File: src/rtl/haptic_power_params.svh
// offsets, field positions, reset values and timing counts
`ifndef HAPTIC_POWER_PARAMS_SVH
`define HAPTIC_POWER_PARAMS_SVH

// ==========================================
// register byte addresses
`define OFF_CTRL    8'h00
`define OFF_CONFIG  8'h04
`define OFF_TIMING  8'h08
`define OFF_STATUS  8'h0C

// ==========================================
// field positions
`define CTRL_GO_BIT     0
`define STAT_ACTIVE_BIT 8
`define STAT_BRAKE_BIT  9

// ==========================================
// reset values
`define CONFIG_RST  13'h0000
`define TIMING_RST  15'h0000

// ==========================================
// responses
`define RESP_OKAY   2'h0
`define RESP_SLVERR 2'h2

// ==========================================
// mode codes
`define MODE_STREAM 2'h0
`define TRIG_PULSE  2'h0
`define TRIG_LEVEL  2'h1

// ==========================================
// sense timing: one field step is one unit time
`define CLK_PERIOD_NS  20
`define SENSE_UNIT_NS  100
`define SENSE_UNIT_CYC \
  ((`SENSE_UNIT_NS + `CLK_PERIOD_NS - 1) / `CLK_PERIOD_NS)

`endif

File: src/rtl/haptic_power_pkg.sv
// types shared by the power-state and process-control logic
package haptic_power_pkg;

  typedef enum logic [1:0] {ST_STANDBY, ST_CHECK, ST_RUN, ST_BRAKE} pstate_t;
  typedef enum logic [1:0] {PH_DRIVE, PH_DECAY, PH_BLANK, PH_ZC} sense_t;

  typedef struct packed {
    logic [3:0] irq_en;
    logic       resonant_wave_shape;
    logic       open_loop_brake_en;
    logic       brake_before_idle_en;
    logic [1:0] trigger_pin_function;
    logic       closed_loop;
    logic       actuator_type_sel;
    logic [1:0] mode;
  } cfg_t;

  typedef struct packed {
    logic [4:0] drive_time;
    logic [3:0] current_decay_time;
    logic [3:0] blank_time;
    logic [1:0] zero_cross_min_time;
  } timing_t;

  typedef struct packed {
    logic process_done;
    logic undervoltage_lockout;
    logic overtemp;
    logic overcurrent_flag;
  } flags_t;

  typedef struct packed {
    logic       actuator_type_sel;
    logic       closed_loop;
    logic       resonant_wave_shape;
    logic [4:0] drive_time;
  } drive_cfg_t;

  typedef struct packed {
    pstate_t     st;
    sense_t      ph;
    logic [7:0]  cnt;
    logic        go;
    logic        trig_prev;
    cfg_t        cfg;
    timing_t     tim;
    flags_t      flags;
    logic        aw_got;
    logic        w_got;
    logic [7:0]  awaddr;
    logic [31:0] wdata;
    logic [3:0]  wstrb;
    logic        bvalid;
    logic [1:0]  bresp;
    logic        rvalid;
    logic [1:0]  rresp;
    logic [31:0] rdata;
  } state_t;

endpackage : haptic_power_pkg

File: src/rtl/haptic_power_state_control.sv
// power-state sequencing, process control and back-emf window timing
// Function
// - shutdown pin low holds every block, bus slave included, in reset
// - shutdown pin release restores defaults and settles in standby
// - shutdown pin low aborts any running process at once
// - standby keeps bus access working and keeps all register contents
// - brake on standby entry when enabled, never after a critical condition
// - active state is entered only to run a process
// - critical condition at entry sets flag, irq if enabled, back to standby
// - without critical condition a routine in any mode but stream runs to completion then standby
// - critical condition during a routine aborts it, flags it, goes standby
// - stop trigger halts the routine, braking first when enabled
// - change of any mode parameter while executing aborts to standby
// - mode field picks one of four processes, started by a trigger
// - trigger pin works as pulse trigger, level trigger or interrupt
// - loop setting picks open or closed loop, type picks actuator
// - brake only if back-emf shows motion; open loop needs its enable
// - open-loop brake enable brakes on negative waveform amplitude
// - resonant wave shape applies only in open loop
// - output short during playback kills stage, flags overcurrent, standby
// - shorts are checked only at process entry and while a process runs
// - drive time gives half-period estimate or back-emf sample rate
// - sense cycle runs decay, blanking, then zero-cross windows in order
// - interrupted processes never set the process-done flag
// - critical conditions are not monitored while idle in standby
`timescale 1ns/1ps
`include "haptic_power_params.svh"

module haptic_power_state_control
  import haptic_power_pkg::*;
(
  // clock and reset
  input  wire logic        aclk,
  input  wire logic        aresetn,
  // power pin
  input  wire logic        shutdown_n_pin,
  // trigger and interrupt pin, open drain
  input  wire logic        trigger_irq_pin_in,
  output logic             trigger_irq_pin_out,
  output logic             trigger_irq_pin_oe_n,
  // analog monitors
  input  wire logic        overcurrent_det,
  input  wire logic        overtemp_det,
  input  wire logic        undervoltage_det,
  input  wire logic        output_short_det,
  input  wire logic        bemf_moving,
  // process engine
  input  wire logic        routine_done,
  input  wire logic        neg_amplitude,
  output logic             proc_run,
  output logic [1:0]       proc_mode,
  output drive_cfg_t       drive_cfg,
  output logic             output_stage_en,
  output logic             brake_active,
  output logic             decay_en,
  output logic             sense_hiz,
  output logic             zero_cross_en,
  // axi4-lite slave
  input  wire logic [7:0]  s_axi_awaddr,
  input  wire logic        s_axi_awvalid,
  output logic             s_axi_awready,
  input  wire logic [31:0] s_axi_wdata,
  input  wire logic [3:0]  s_axi_wstrb,
  input  wire logic        s_axi_wvalid,
  output logic             s_axi_wready,
  output logic [1:0]       s_axi_bresp,
  output logic             s_axi_bvalid,
  input  wire logic        s_axi_bready,
  input  wire logic [7:0]  s_axi_araddr,
  input  wire logic        s_axi_arvalid,
  output logic             s_axi_arready,
  output logic [31:0]      s_axi_rdata,
  output logic [1:0]       s_axi_rresp,
  output logic             s_axi_rvalid,
  input  wire logic        s_axi_rready
);

  // ==========================================
  // helpers
  // one-hot select: 0 ctrl, 1 config, 2 timing, 3 status
  function automatic logic [3:0] reg_sel(input logic [7:0] a);
    reg_sel = {a == `OFF_STATUS, a == `OFF_TIMING,
               a == `OFF_CONFIG, a == `OFF_CTRL};
  endfunction : reg_sel

  function automatic logic [31:0] merge(input logic [31:0] old,
                                        input logic [31:0] d,
                                        input logic [3:0]  be);
    merge = old;
    for (int i = 0; i < 4; i++) begin
      if (be[i]) merge[8*i +: 8] = d[8*i +: 8];
    end
  endfunction : merge

  function automatic logic [7:0] win(input logic [4:0] f);
    win = 8'((16'(f) + 16'h1) * 16'(`SENSE_UNIT_CYC));
  endfunction : win

  // ==========================================
  // state
  state_t s_r, s_nxt;
  logic   rst;
  logic   wr_fire, rd_fire, rd_status;
  logic   start_req, stop_req, cfg_change, brake_ok;
  logic   pin_rise, pin_fall;
  logic   [3:0] wsel, rsel;
  logic   [2:0] crit;
  logic   [31:0] wmerged, tmerged;
  cfg_t   cfg_w;

  // shutdown pin and bus reset share one path so the bus is off too
  assign rst = !aresetn || !shutdown_n_pin;

  assign wr_fire   = s_r.aw_got && s_r.w_got && !s_r.bvalid;
  assign rd_fire   = s_axi_arvalid && s_axi_arready;
  assign wsel      = reg_sel(s_r.awaddr);
  assign rsel      = reg_sel(s_axi_araddr);
  assign rd_status = rd_fire && rsel[3];
  assign wmerged   = merge({19'h0, s_r.cfg}, s_r.wdata, s_r.wstrb);
  assign tmerged   = merge({17'h0, s_r.tim}, s_r.wdata, s_r.wstrb);
  assign cfg_w     = cfg_t'(wmerged[12:0]);

  // irq enables are not mode parameters, so they may change freely
  assign cfg_change = wr_fire && wsel[1] &&
                      (cfg_w[8:0] != s_r.cfg[8:0]);

  assign pin_rise = trigger_irq_pin_in && !s_r.trig_prev;
  assign pin_fall = !trigger_irq_pin_in && s_r.trig_prev;

  always_comb begin
    start_req = wr_fire && wsel[0] && s_r.wstrb[0] && s_r.wdata[`CTRL_GO_BIT];
    stop_req  = wr_fire && wsel[0] && s_r.wstrb[0] && !s_r.wdata[`CTRL_GO_BIT];
    case (s_r.cfg.trigger_pin_function)
      `TRIG_PULSE: begin
        start_req = start_req || pin_rise;
        stop_req  = stop_req || pin_rise;
      end
      `TRIG_LEVEL: begin
        start_req = start_req || pin_rise;
        stop_req  = stop_req || pin_fall;
      end
      default: ;
    endcase
  end

  // shorts count as overcurrent; order matches flags_t
  assign crit = {undervoltage_det, overtemp_det,
                 overcurrent_det || output_short_det};

  assign brake_ok = s_r.cfg.brake_before_idle_en && bemf_moving &&
                    (s_r.cfg.closed_loop || s_r.cfg.open_loop_brake_en);

  // ==========================================
  // next state
  always_comb begin
    s_nxt = s_r;
    s_nxt.trig_prev = trigger_irq_pin_in;

    // read of status clears, but a flag set this cycle still lands
    if (rd_status) s_nxt.flags = '0;

    case (s_r.st)
      ST_STANDBY: begin
        if (start_req) begin
          s_nxt.st = ST_CHECK;
          s_nxt.go = 1'b1;
        end
      end
      ST_CHECK: begin
        if (|crit) begin
          s_nxt.flags[2:0] = s_nxt.flags[2:0] | crit;
          s_nxt.st = ST_STANDBY;
          s_nxt.go = 1'b0;
        end else begin
          s_nxt.st  = ST_RUN;
          s_nxt.ph  = PH_DRIVE;
          s_nxt.cnt = win(s_r.tim.drive_time);
        end
      end
      ST_RUN: begin
        if (|crit) begin
          s_nxt.flags[2:0] = s_nxt.flags[2:0] | crit;
          s_nxt.st = ST_STANDBY;
          s_nxt.go = 1'b0;
        end else if (cfg_change) begin
          s_nxt.st = brake_ok ? ST_BRAKE : ST_STANDBY;
          s_nxt.go = 1'b0;
        end else if (stop_req) begin
          s_nxt.st = brake_ok ? ST_BRAKE : ST_STANDBY;
          s_nxt.go = 1'b0;
        end else if (routine_done && s_r.cfg.mode != `MODE_STREAM) begin
          s_nxt.flags.process_done = 1'b1;
          s_nxt.st = brake_ok ? ST_BRAKE : ST_STANDBY;
          s_nxt.go = 1'b0;
        end
      end
      ST_BRAKE: begin
        if (!bemf_moving) s_nxt.st = ST_STANDBY;
      end
      default: s_nxt.st = ST_STANDBY;
    endcase

    // back-emf windows, closed loop only
    if (s_r.st == ST_RUN && s_r.cfg.closed_loop) begin
      if (s_r.cnt != 8'h00) begin
        s_nxt.cnt = s_r.cnt - 8'h01;
      end else begin
        case (s_r.ph)
          PH_DRIVE: begin
            s_nxt.ph  = PH_DECAY;
            s_nxt.cnt = win({1'b0, s_r.tim.current_decay_time});
          end
          PH_DECAY: begin
            s_nxt.ph  = PH_BLANK;
            s_nxt.cnt = win({1'b0, s_r.tim.blank_time});
          end
          PH_BLANK: begin
            s_nxt.ph  = PH_ZC;
            s_nxt.cnt = win({3'b000, s_r.tim.zero_cross_min_time});
          end
          default: begin
            s_nxt.ph  = PH_DRIVE;
            s_nxt.cnt = win(s_r.tim.drive_time);
          end
        endcase
      end
    end

    // ---- axi write: address and data accepted in either order
    if (s_axi_awvalid && s_axi_awready) begin
      s_nxt.aw_got = 1'b1;
      s_nxt.awaddr = s_axi_awaddr;
    end
    if (s_axi_wvalid && s_axi_wready) begin
      s_nxt.w_got = 1'b1;
      s_nxt.wdata = s_axi_wdata;
      s_nxt.wstrb = s_axi_wstrb;
    end
    if (wr_fire) begin
      s_nxt.aw_got = 1'b0;
      s_nxt.w_got  = 1'b0;
      s_nxt.bvalid = 1'b1;
      s_nxt.bresp  = (|wsel) ? `RESP_OKAY : `RESP_SLVERR;
      if (wsel[1]) s_nxt.cfg = cfg_w;
      if (wsel[2]) s_nxt.tim = timing_t'(tmerged[14:0]);
    end
    if (s_r.bvalid && s_axi_bready) s_nxt.bvalid = 1'b0;

    // ---- axi read
    if (rd_fire) begin
      s_nxt.rvalid = 1'b1;
      s_nxt.rresp  = (|rsel) ? `RESP_OKAY : `RESP_SLVERR;
      s_nxt.rdata  = 32'h0000_0000;
      if (rsel[0]) s_nxt.rdata[`CTRL_GO_BIT] = s_r.go;
      if (rsel[1]) s_nxt.rdata[12:0] = s_r.cfg;
      if (rsel[2]) s_nxt.rdata[14:0] = s_r.tim;
      if (rsel[3]) begin
        s_nxt.rdata[3:0] = s_r.flags;
        s_nxt.rdata[`STAT_ACTIVE_BIT] = s_r.st != ST_STANDBY;
        s_nxt.rdata[`STAT_BRAKE_BIT]  = s_r.st == ST_BRAKE;
      end
    end else if (s_r.rvalid && s_axi_rready) s_nxt.rvalid = 1'b0;
  end

  always_ff @(posedge aclk) begin
    if (rst) begin
      s_r <= '{st: ST_STANDBY, ph: PH_DRIVE, cfg: cfg_t'(`CONFIG_RST),
               tim: timing_t'(`TIMING_RST), trig_prev: 1'b1, default: '0};  // pin idles high
    end else begin
      s_r <= s_nxt;
    end
  end

  // ==========================================
  // outputs
  assign s_axi_awready = !s_r.aw_got && !s_r.bvalid;
  assign s_axi_wready  = !s_r.w_got && !s_r.bvalid;
  assign s_axi_bvalid  = s_r.bvalid;
  assign s_axi_bresp   = s_r.bresp;
  assign s_axi_arready = !s_r.rvalid;
  assign s_axi_rvalid  = s_r.rvalid;
  assign s_axi_rresp   = s_r.rresp;
  assign s_axi_rdata   = s_r.rdata;

  assign proc_run  = s_r.st == ST_RUN;
  assign proc_mode = s_r.cfg.mode;
  assign drive_cfg = '{actuator_type_sel: s_r.cfg.actuator_type_sel,
                       closed_loop: s_r.cfg.closed_loop,
                       resonant_wave_shape: s_r.cfg.resonant_wave_shape &&
                                            !s_r.cfg.closed_loop,
                       drive_time: s_r.tim.drive_time};

  // short gates the stage in the same cycle it is seen
  assign output_stage_en = proc_run && s_r.ph == PH_DRIVE &&
                           !output_short_det;
  assign brake_active = s_r.st == ST_BRAKE ||
                        (proc_run && !s_r.cfg.closed_loop &&
                         s_r.cfg.open_loop_brake_en && neg_amplitude);
  assign decay_en      = proc_run && s_r.ph == PH_DECAY;
  assign sense_hiz     = proc_run && (s_r.ph == PH_BLANK || s_r.ph == PH_ZC);
  assign zero_cross_en = proc_run && s_r.ph == PH_ZC;

  // pin pulls low only in interrupt function
  assign trigger_irq_pin_out  = 1'b0;
  assign trigger_irq_pin_oe_n = !(s_r.cfg.trigger_pin_function[1] &&
                                  |(s_r.flags & s_r.cfg.irq_en));
endmodule : haptic_power_state_control

File: config.mk
export PLATFORM = sky130hd
export DESIGN_NAME = haptic_power_state_control
export DESIGN_NICKNAME = d
export VERILOG_FILES = /design/src/rtl/haptic_power_pkg.sv /design/src/rtl/haptic_power_state_control.sv
export VERILOG_INCLUDE_DIRS = /design/src /design/src/rtl
export SDC_FILE = /design/constraint.sdc
export NUM_CORES = 1
export LEC_CHECK = 0
export ABC_AREA = 1
export BUFFER_PORTS_ARGS = -buffer_cell sky130_fd_sc_hd__buf_2
export CORE_MARGIN = 2
export CORE_UTILIZATION = 55
export CTS_CLUSTER_SIZE = 24
export DETAILED_ROUTE_END_ITERATION = 7
export GPL_TIMING_DRIVEN = 1
export PLACE_DENSITY = 0.77
export SKIP_LAST_GASP = 1
export SLEW_MARGIN = 5
export SYNTH_ARGS = -nofsm -noshare
export SYNTH_HDL_FRONTEND = slang
export SYNTH_SLANG_ARGS = --single-unit
File: constraint.sdc
create_clock -name aclk -period 2.82 [get_ports aclk]
set_clock_uncertainty 0.15 [all_clocks]
set_input_delay 0.282 -clock aclk [delete_from_list [all_inputs] [get_ports aclk]]
set_output_delay 0.282 -clock aclk [all_outputs]
set_load 0.01 [all_outputs]
# --- Yosys cells after proc, flatten, opt, wreduce, memory -nomap -nowiden ---
# Cells that the tools add are included.
word_totals:
  regBits: 94
  in_bits: 68
  out_inout_bits: 59
classes:
  n_addsub: 5
  mul: 4
  n_eq_ne: 19
  mux: 43
  bitwise: 2
  n_reduce_logical: 78
op_table:
  columns: ["op", "n"]
  rows:
  - ["$eq 8x4->1 const B", 4]
  - ["$logic_and 1x1->1", 32]
  - ["$mux 10", 3]
  - ["$pmux 10 s3", 1]
  - ["$mux 2", 12]
  - ["$eq 8x3->1 const B", 2]
  - ["$logic_not 8->1", 2]
  - ["$mul 5x3->8 const B", 2]
  - ["$mux 1", 16]
  - ["$mux 8", 2]
  - ["$mux 15", 1]
  - ["$mux 13", 1]
  - ["$logic_not 1->1", 12]
  - ["$reduce_and 3->1", 4]
  - ["$reduce_or 4->1", 3]
  - ["$add 4x1->5 const B", 2]
  - ["$ne 9x9->1", 1]
  - ["$eq 2x2->1 const B", 4]
  - ["$logic_or 1x1->1", 8]
  - ["$mul 6x3->8 const B", 1]
  - ["$mux 4", 2]
  - ["$pmux 2 s4", 1]
  - ["$reduce_bool 2->1", 4]
  - ["$reduce_bool 8->1", 1]
  - ["19 further kinds", 30]

# --- Longest topological paths before layout ---
depth:
  depth_word: 11
  mapped_depth: 16

# --- Least setup slack after synthesis ---
# No wires, ideal clock.
synth_path:
  kind: "register to register"
  from: "register s_r, in the netlist drive_cfg[0]"
  to: "register s_r[125] (netlist name)"
  setup_time_ps: 132
  arrival_ps: 2301
  t_required_ps: 2538
  slack_ps: 236
  stages_incl_launch_ff: 14
  path_buffers: 0
  cell_sequence: "dfxtp_1 ha_1 nand3_1 xnor2_1 ha_1 fa_1 a21oi_1 nor2_1 o21ai_0 nand3_1 nand3_1 nand2_1 nand2_1 a21oi_1"
synth_between:
  elab_chain_len: 5
synth_rtl:
  columns: ["element", "line_no", "rtl"]
  rows:
  - ["from (decl)", "haptic_power_state_control.sv:101", "state_t s_r, s_nxt;"]
  - ["from (signal assigned)", "haptic_power_state_control.sv:267", "s_r <= '{st: ST_STANDBY, ph: PH_DRIVE, cfg: cfg_t'(`CONFIG_RST),"]
  - ["from (signal assigned)", "haptic_power_state_control.sv:270", "s_r <= s_nxt;"]
  - ["$add 5x1->6 (*)", "haptic_power_state_control.sv:96", "win = 8'((16'(f) + 16'h1) * 16'(`SENSE_UNIT_CYC));"]
  - ["$mul 6x3->8 (*)", "haptic_power_state_control.sv:96", null]
  - ["$pmux 10 s3 / $mux 10 (equally long branches)", "haptic_power_state_control.sv:208, haptic_power_state_control.sv:170", null]
  - ["$mux 8 / $mux 10 (equally long branches)", "haptic_power_state_control.sv:205, haptic_power_state_control.sv:162", null]
  - ["$mux 10 (*)", "haptic_power_state_control.sv:204", "if (s_r.st == ST_RUN && s_r.cfg.closed_loop) begin"]
# Mark *: on every way between the ends. The rest lies on a longest branch, timed or not. The select of a mux whose other input is x is not followed.
# A chain may end at the register's enable or synchronous reset.

# --- Worst setup path in the final report ---
layout_path:
  from: "register s_r[90] (netlist name)"
  to: "register s_r[125] (netlist name)"
layout_between:
  elab_chain_len: 5
layout_rtl:
  columns: ["element", "line_no", "rtl"]
  rows:
  - ["$add 4x1->5", "haptic_power_state_control.sv:96", null]
  - ["$mul 5x3->8", "haptic_power_state_control.sv:96", null]
  - ["$pmux 10 s3", "haptic_power_state_control.sv:208", "case (s_r.ph)"]
  - ["$mux 8", "haptic_power_state_control.sv:205", "if (s_r.cnt != 8'h00) begin"]
  - ["$mux 10", "haptic_power_state_control.sv:204", null]
# No other way between the ends.

==> impl_summary.txt <==
----------------------------------------------------
[Clock tree]
  Count of H-tree levels built during CTS ... 3
  Clock-pin slew of the registers on the worst-case setup and hold paths ... 90 ps
  Clock tree root buffer cell ... clkbuf_8
  Maximum number of buffers from clock root to sink ... 2
  Number of buffers created by CTS ... 9
  Clock insertion delay at the later pin of the skew report ... around 370 ps
  TritonCTS clock tree ... yes
  Total clock sinks ... 92

[Outcome]
  Result of the run ... complete, no violations

[Synth]
  Number of cells produced by synthesis ... roughly 800
  Async set-or-reset flop fraction in the synthesized netlist ... 0%
  Post-synth EDFFs ... 0
  Sequential share of the synthesized area ... 31.9%
  Post-synth top area share ... approximately a third
  Total of warnings raised by yosys ... 0
  Top FF cell, synth ... dfxtp_1
  Netlist area before placement ... approximately 0.0058 mm^2
  Main area contributors after synthesis ... dfxtp_1, nand2_1, o21ai_0
  Distinct cells, synth ... 49
  FF+latch count, synth ... 92
  Cell accounting for the most synthesized area ... dfxtp_1
  Mean Syn Cell Area ... 7.18 um^2

[Layout]
  Share of final-layout standard cells stronger than drive strength 1 ... between 15 and 20%
  Post-layout net count ... just under 1000
  Area Growth Syn to Fin ... 10.5%
  Area used by multi-input combinational logic ... between 0.003 and 0.004 mm^2
  Count of antenna diodes in the layout ... 0
  Reg area ... ~0.0018 mm^2
  FILL cells ... roughly 960

[Floorplanning]
  Core Box Area ... 0.0102 mm^2
  I/O pin cnt ... around 130
  Std-Cell Rows ... 37
  Initial core utilization ... between 50% and 60%
  Chip height ... about 110 um
  Chip Width ... ~110 um
  Floorplan die area ... approximately 0.011 mm^2

[Job]
  Max-capacitance violation count ... 0

[Timing]
  Remaining max-slew budget at the tightest pin ... 45.2%
  Finish-stage setup viols ... 0
  Period Utilization, post-route ... 93.4%
  Peak clock frequency supported by timing ... ~380 MHz
  Setup_tns ... 0 ps
  Unrepaired setup endpoints after global routing ... no
  Number of hold violations in the final report ... 0
  Max-slew violation total from the final report ... 0
  Worst Tran Pin Value ... between 800 and 900 ps
  Fin crit period ... 2630 ps

[Placed design]
  Placer congestion estimate ... 0.928
  Detailed placer's ending HPWL ... 11600 um
  Buffers added on ports ... between 80 and 90

[Global route]
  Congestion Overflow GR ... 0
  Overall track demand over capacity in global routing ... a little over a quarter
  First-pass GRT wire length ... 24100 um
  Number of antenna violations at the first check in global routing ... 0
  Vias in the first global route ... around 5100
  Largest net degree at the start of global routing ... 56

[Critical path]
  Category of the worst setup path launch point ... register
  Capturing element type of the critical path ... register
  Data arrival time of the critical path ... approximately 2700 ps
  Top fanout value on the critical path ... 5
  Crit Path Class ... register to register
  Required @ worst endpoint ... around 2900 ps
  Reg-to-reg slack, setup ... about 190 ps

[Power and ir drop]
  Power dissipated by switching net loads ... 0.000677 W
  Internal power contribution ... around 0.0020 W
  Pleak ... 2.89 nW
  Fraction of power consumed by combinational cells ... around a tenth
  Clock network fraction of design power ... between 30% and 40%
  Power, Total ... ~0.0026 W
  Power density normalized to cell area ... slightly above 400 mW/mm^2
  Switching share of total power ... between 20 and 30%
  Sequential Power Share ... 51.2%
  Max rail drop VDD ... 0.000377 V

[Worst hold path]
  Worst Hold Class ... primary input to register

[Routing]
  First-iteration detailed-routing DRC count ... roughly 410
  Total via count in the routed design ... between 5000 and 6000
  Remaining number of nets flagged by the antenna check after routing ... 0
  Number of iterations in the first detailed-routing pass ... 5
  Drt wl/cell ... ~15 um
  Routed WL ... 15000 um
  Via density per instance ... ~5.5
  Final routed DRC violation total ... 0

----------------------------------------------------
## flip-flops by register name, indices dropped and copies added (netlist names)
signal        flops
s_axi_rdata      15
s_axi_rresp       1
drive_cfg         7
s_axi_bresp       1
s_r              64
s_axi_bvalid      1
s_axi_rvalid      1
proc_mode         2
## what timing repair did
action / in CTS / in global routing
gates resized for setup: 0 / 10
setup endpoints to repair: 0 / 3
hold buffers: 2 / 0
endpoints found under the hold margin: 2 / 0
setup buffers: 0 / 0
## Yosys cell counts (all sizes together), types with 3 or more instances
cell type and count:
nand2 124, nor2 100, inv 98, dfxtp 92, o21ai 75, a21oi 62
nand3 58, buf 54, ha 27, a211oi 18, clkbuf 16, nand4 16
o221ai 11, a31oi 7, o211ai 7, or2 7, xor2 6, xnor2 4
fa 3, nor3 3, nor4 3
## critical path, cell delays in order (launching register included)
cell and delay [ps]:
dfxtp_2 360, ha_1 340, ha_1 300, ha_1 230, fa_1 390, nand2_1 90
inv_1 50, o211ai_1 190, o211ai_1 140, nand3_1 120, nand2_1 50, nand2_1 60
a21oi_1 50
## worst paths after layout
| kind | endpoint | cells past startpoint | start |
|---|---|---|---|
| setup / recovery | s_r[125]$_SDFFE_PP0P_ | 12 | s_r[90]$_SDFFE_PP0P_ |
| hold / removal | s_r[81]$_SDFFE_PP0P_ | 3 | s_axi_awaddr[7] |
| setup reg to reg | s_r[125]$_SDFFE_PP0P_ | 12 | s_r[90]$_SDFFE_PP0P_ |
| hold reg to reg | s_axi_bresp[1]$_SDFFE_PP0N_ | 2 | s_axi_bresp[1]$_SDFFE_PP0N_ |
## power by group through the flow
stage               sequential [W]  clock (W)  combinational [W]
finish                     0.00135    0.00103           0.000256
global route               0.00136    0.00109           0.000287
detailed placement         0.00138          0           0.000252
floorplan                  0.00137          0           0.000199
CTS                        0.00135    0.00104           0.000255
global placement           0.00138          0           0.000246
## metal layers
metal	up-vias	routed length, um	GRT usage (%)
li1	2738	-	-
met1	2545	6340	33.4
met2	200	7380	46.2
met3	31	940	4.66
met4	0	386	11.7
met5	-	0	0
## layout make-up
cell class / count / share of cell area [%]
multi-input cells: 563 / 50.1
flip-flops and latches: 92 / 29.0
repair buffers: 102 / 8.68
inverters: 100 / 5.89
well taps: 136 / 2.67
clock buffers: 11 / 2.38
clock inverters: 5 / 1.32
## cell families (layout without fill, tap and decap cells)
group                      count (synthesis)  count (layout)  synth area share (%)
other                                      1              23                0.0650
adders and majority gates                 30              30                  6.90
and+or+nand+nor                          312             312                  25.1
xor gates and xnor gates                  10              10                  1.52
DFF                                       92              92                  31.9
buffers and inverters                    170             218                  14.7
AOI/OAI and AO/OA                        188             188                  19.8
## placed cells by master (no fill, tap or decap), drive strengths merged, types with 4 or more instances in the layout
cell type	count
nand2	124
nor2	100
buf	100
inv	98
dfxtp	92
o21ai	75
a21oi	62
nand3	58
ha	27
conb	23
a211oi	18
nand4	16
o221ai	11
clkbuf	11
a31oi	7
or2	7
o211ai	7
xor2	6
xnor2	4
## through the flow
step                hold slack (ps)  setup WS, ps  util [%]  instances  instance area (um^2)
finish                         11.2           186      62.3       1009                  6370
global route                   21.1          3.93      62.3       1009                  6370
CTS                            1.35           107      61.9       1009                  6330
detailed placement              316           142      59.4        991                  6080
global placement                310           167      59.4        991                  6080
floorplan                       237           236         -        825                  5850
(Power assumes the default switching activity.)
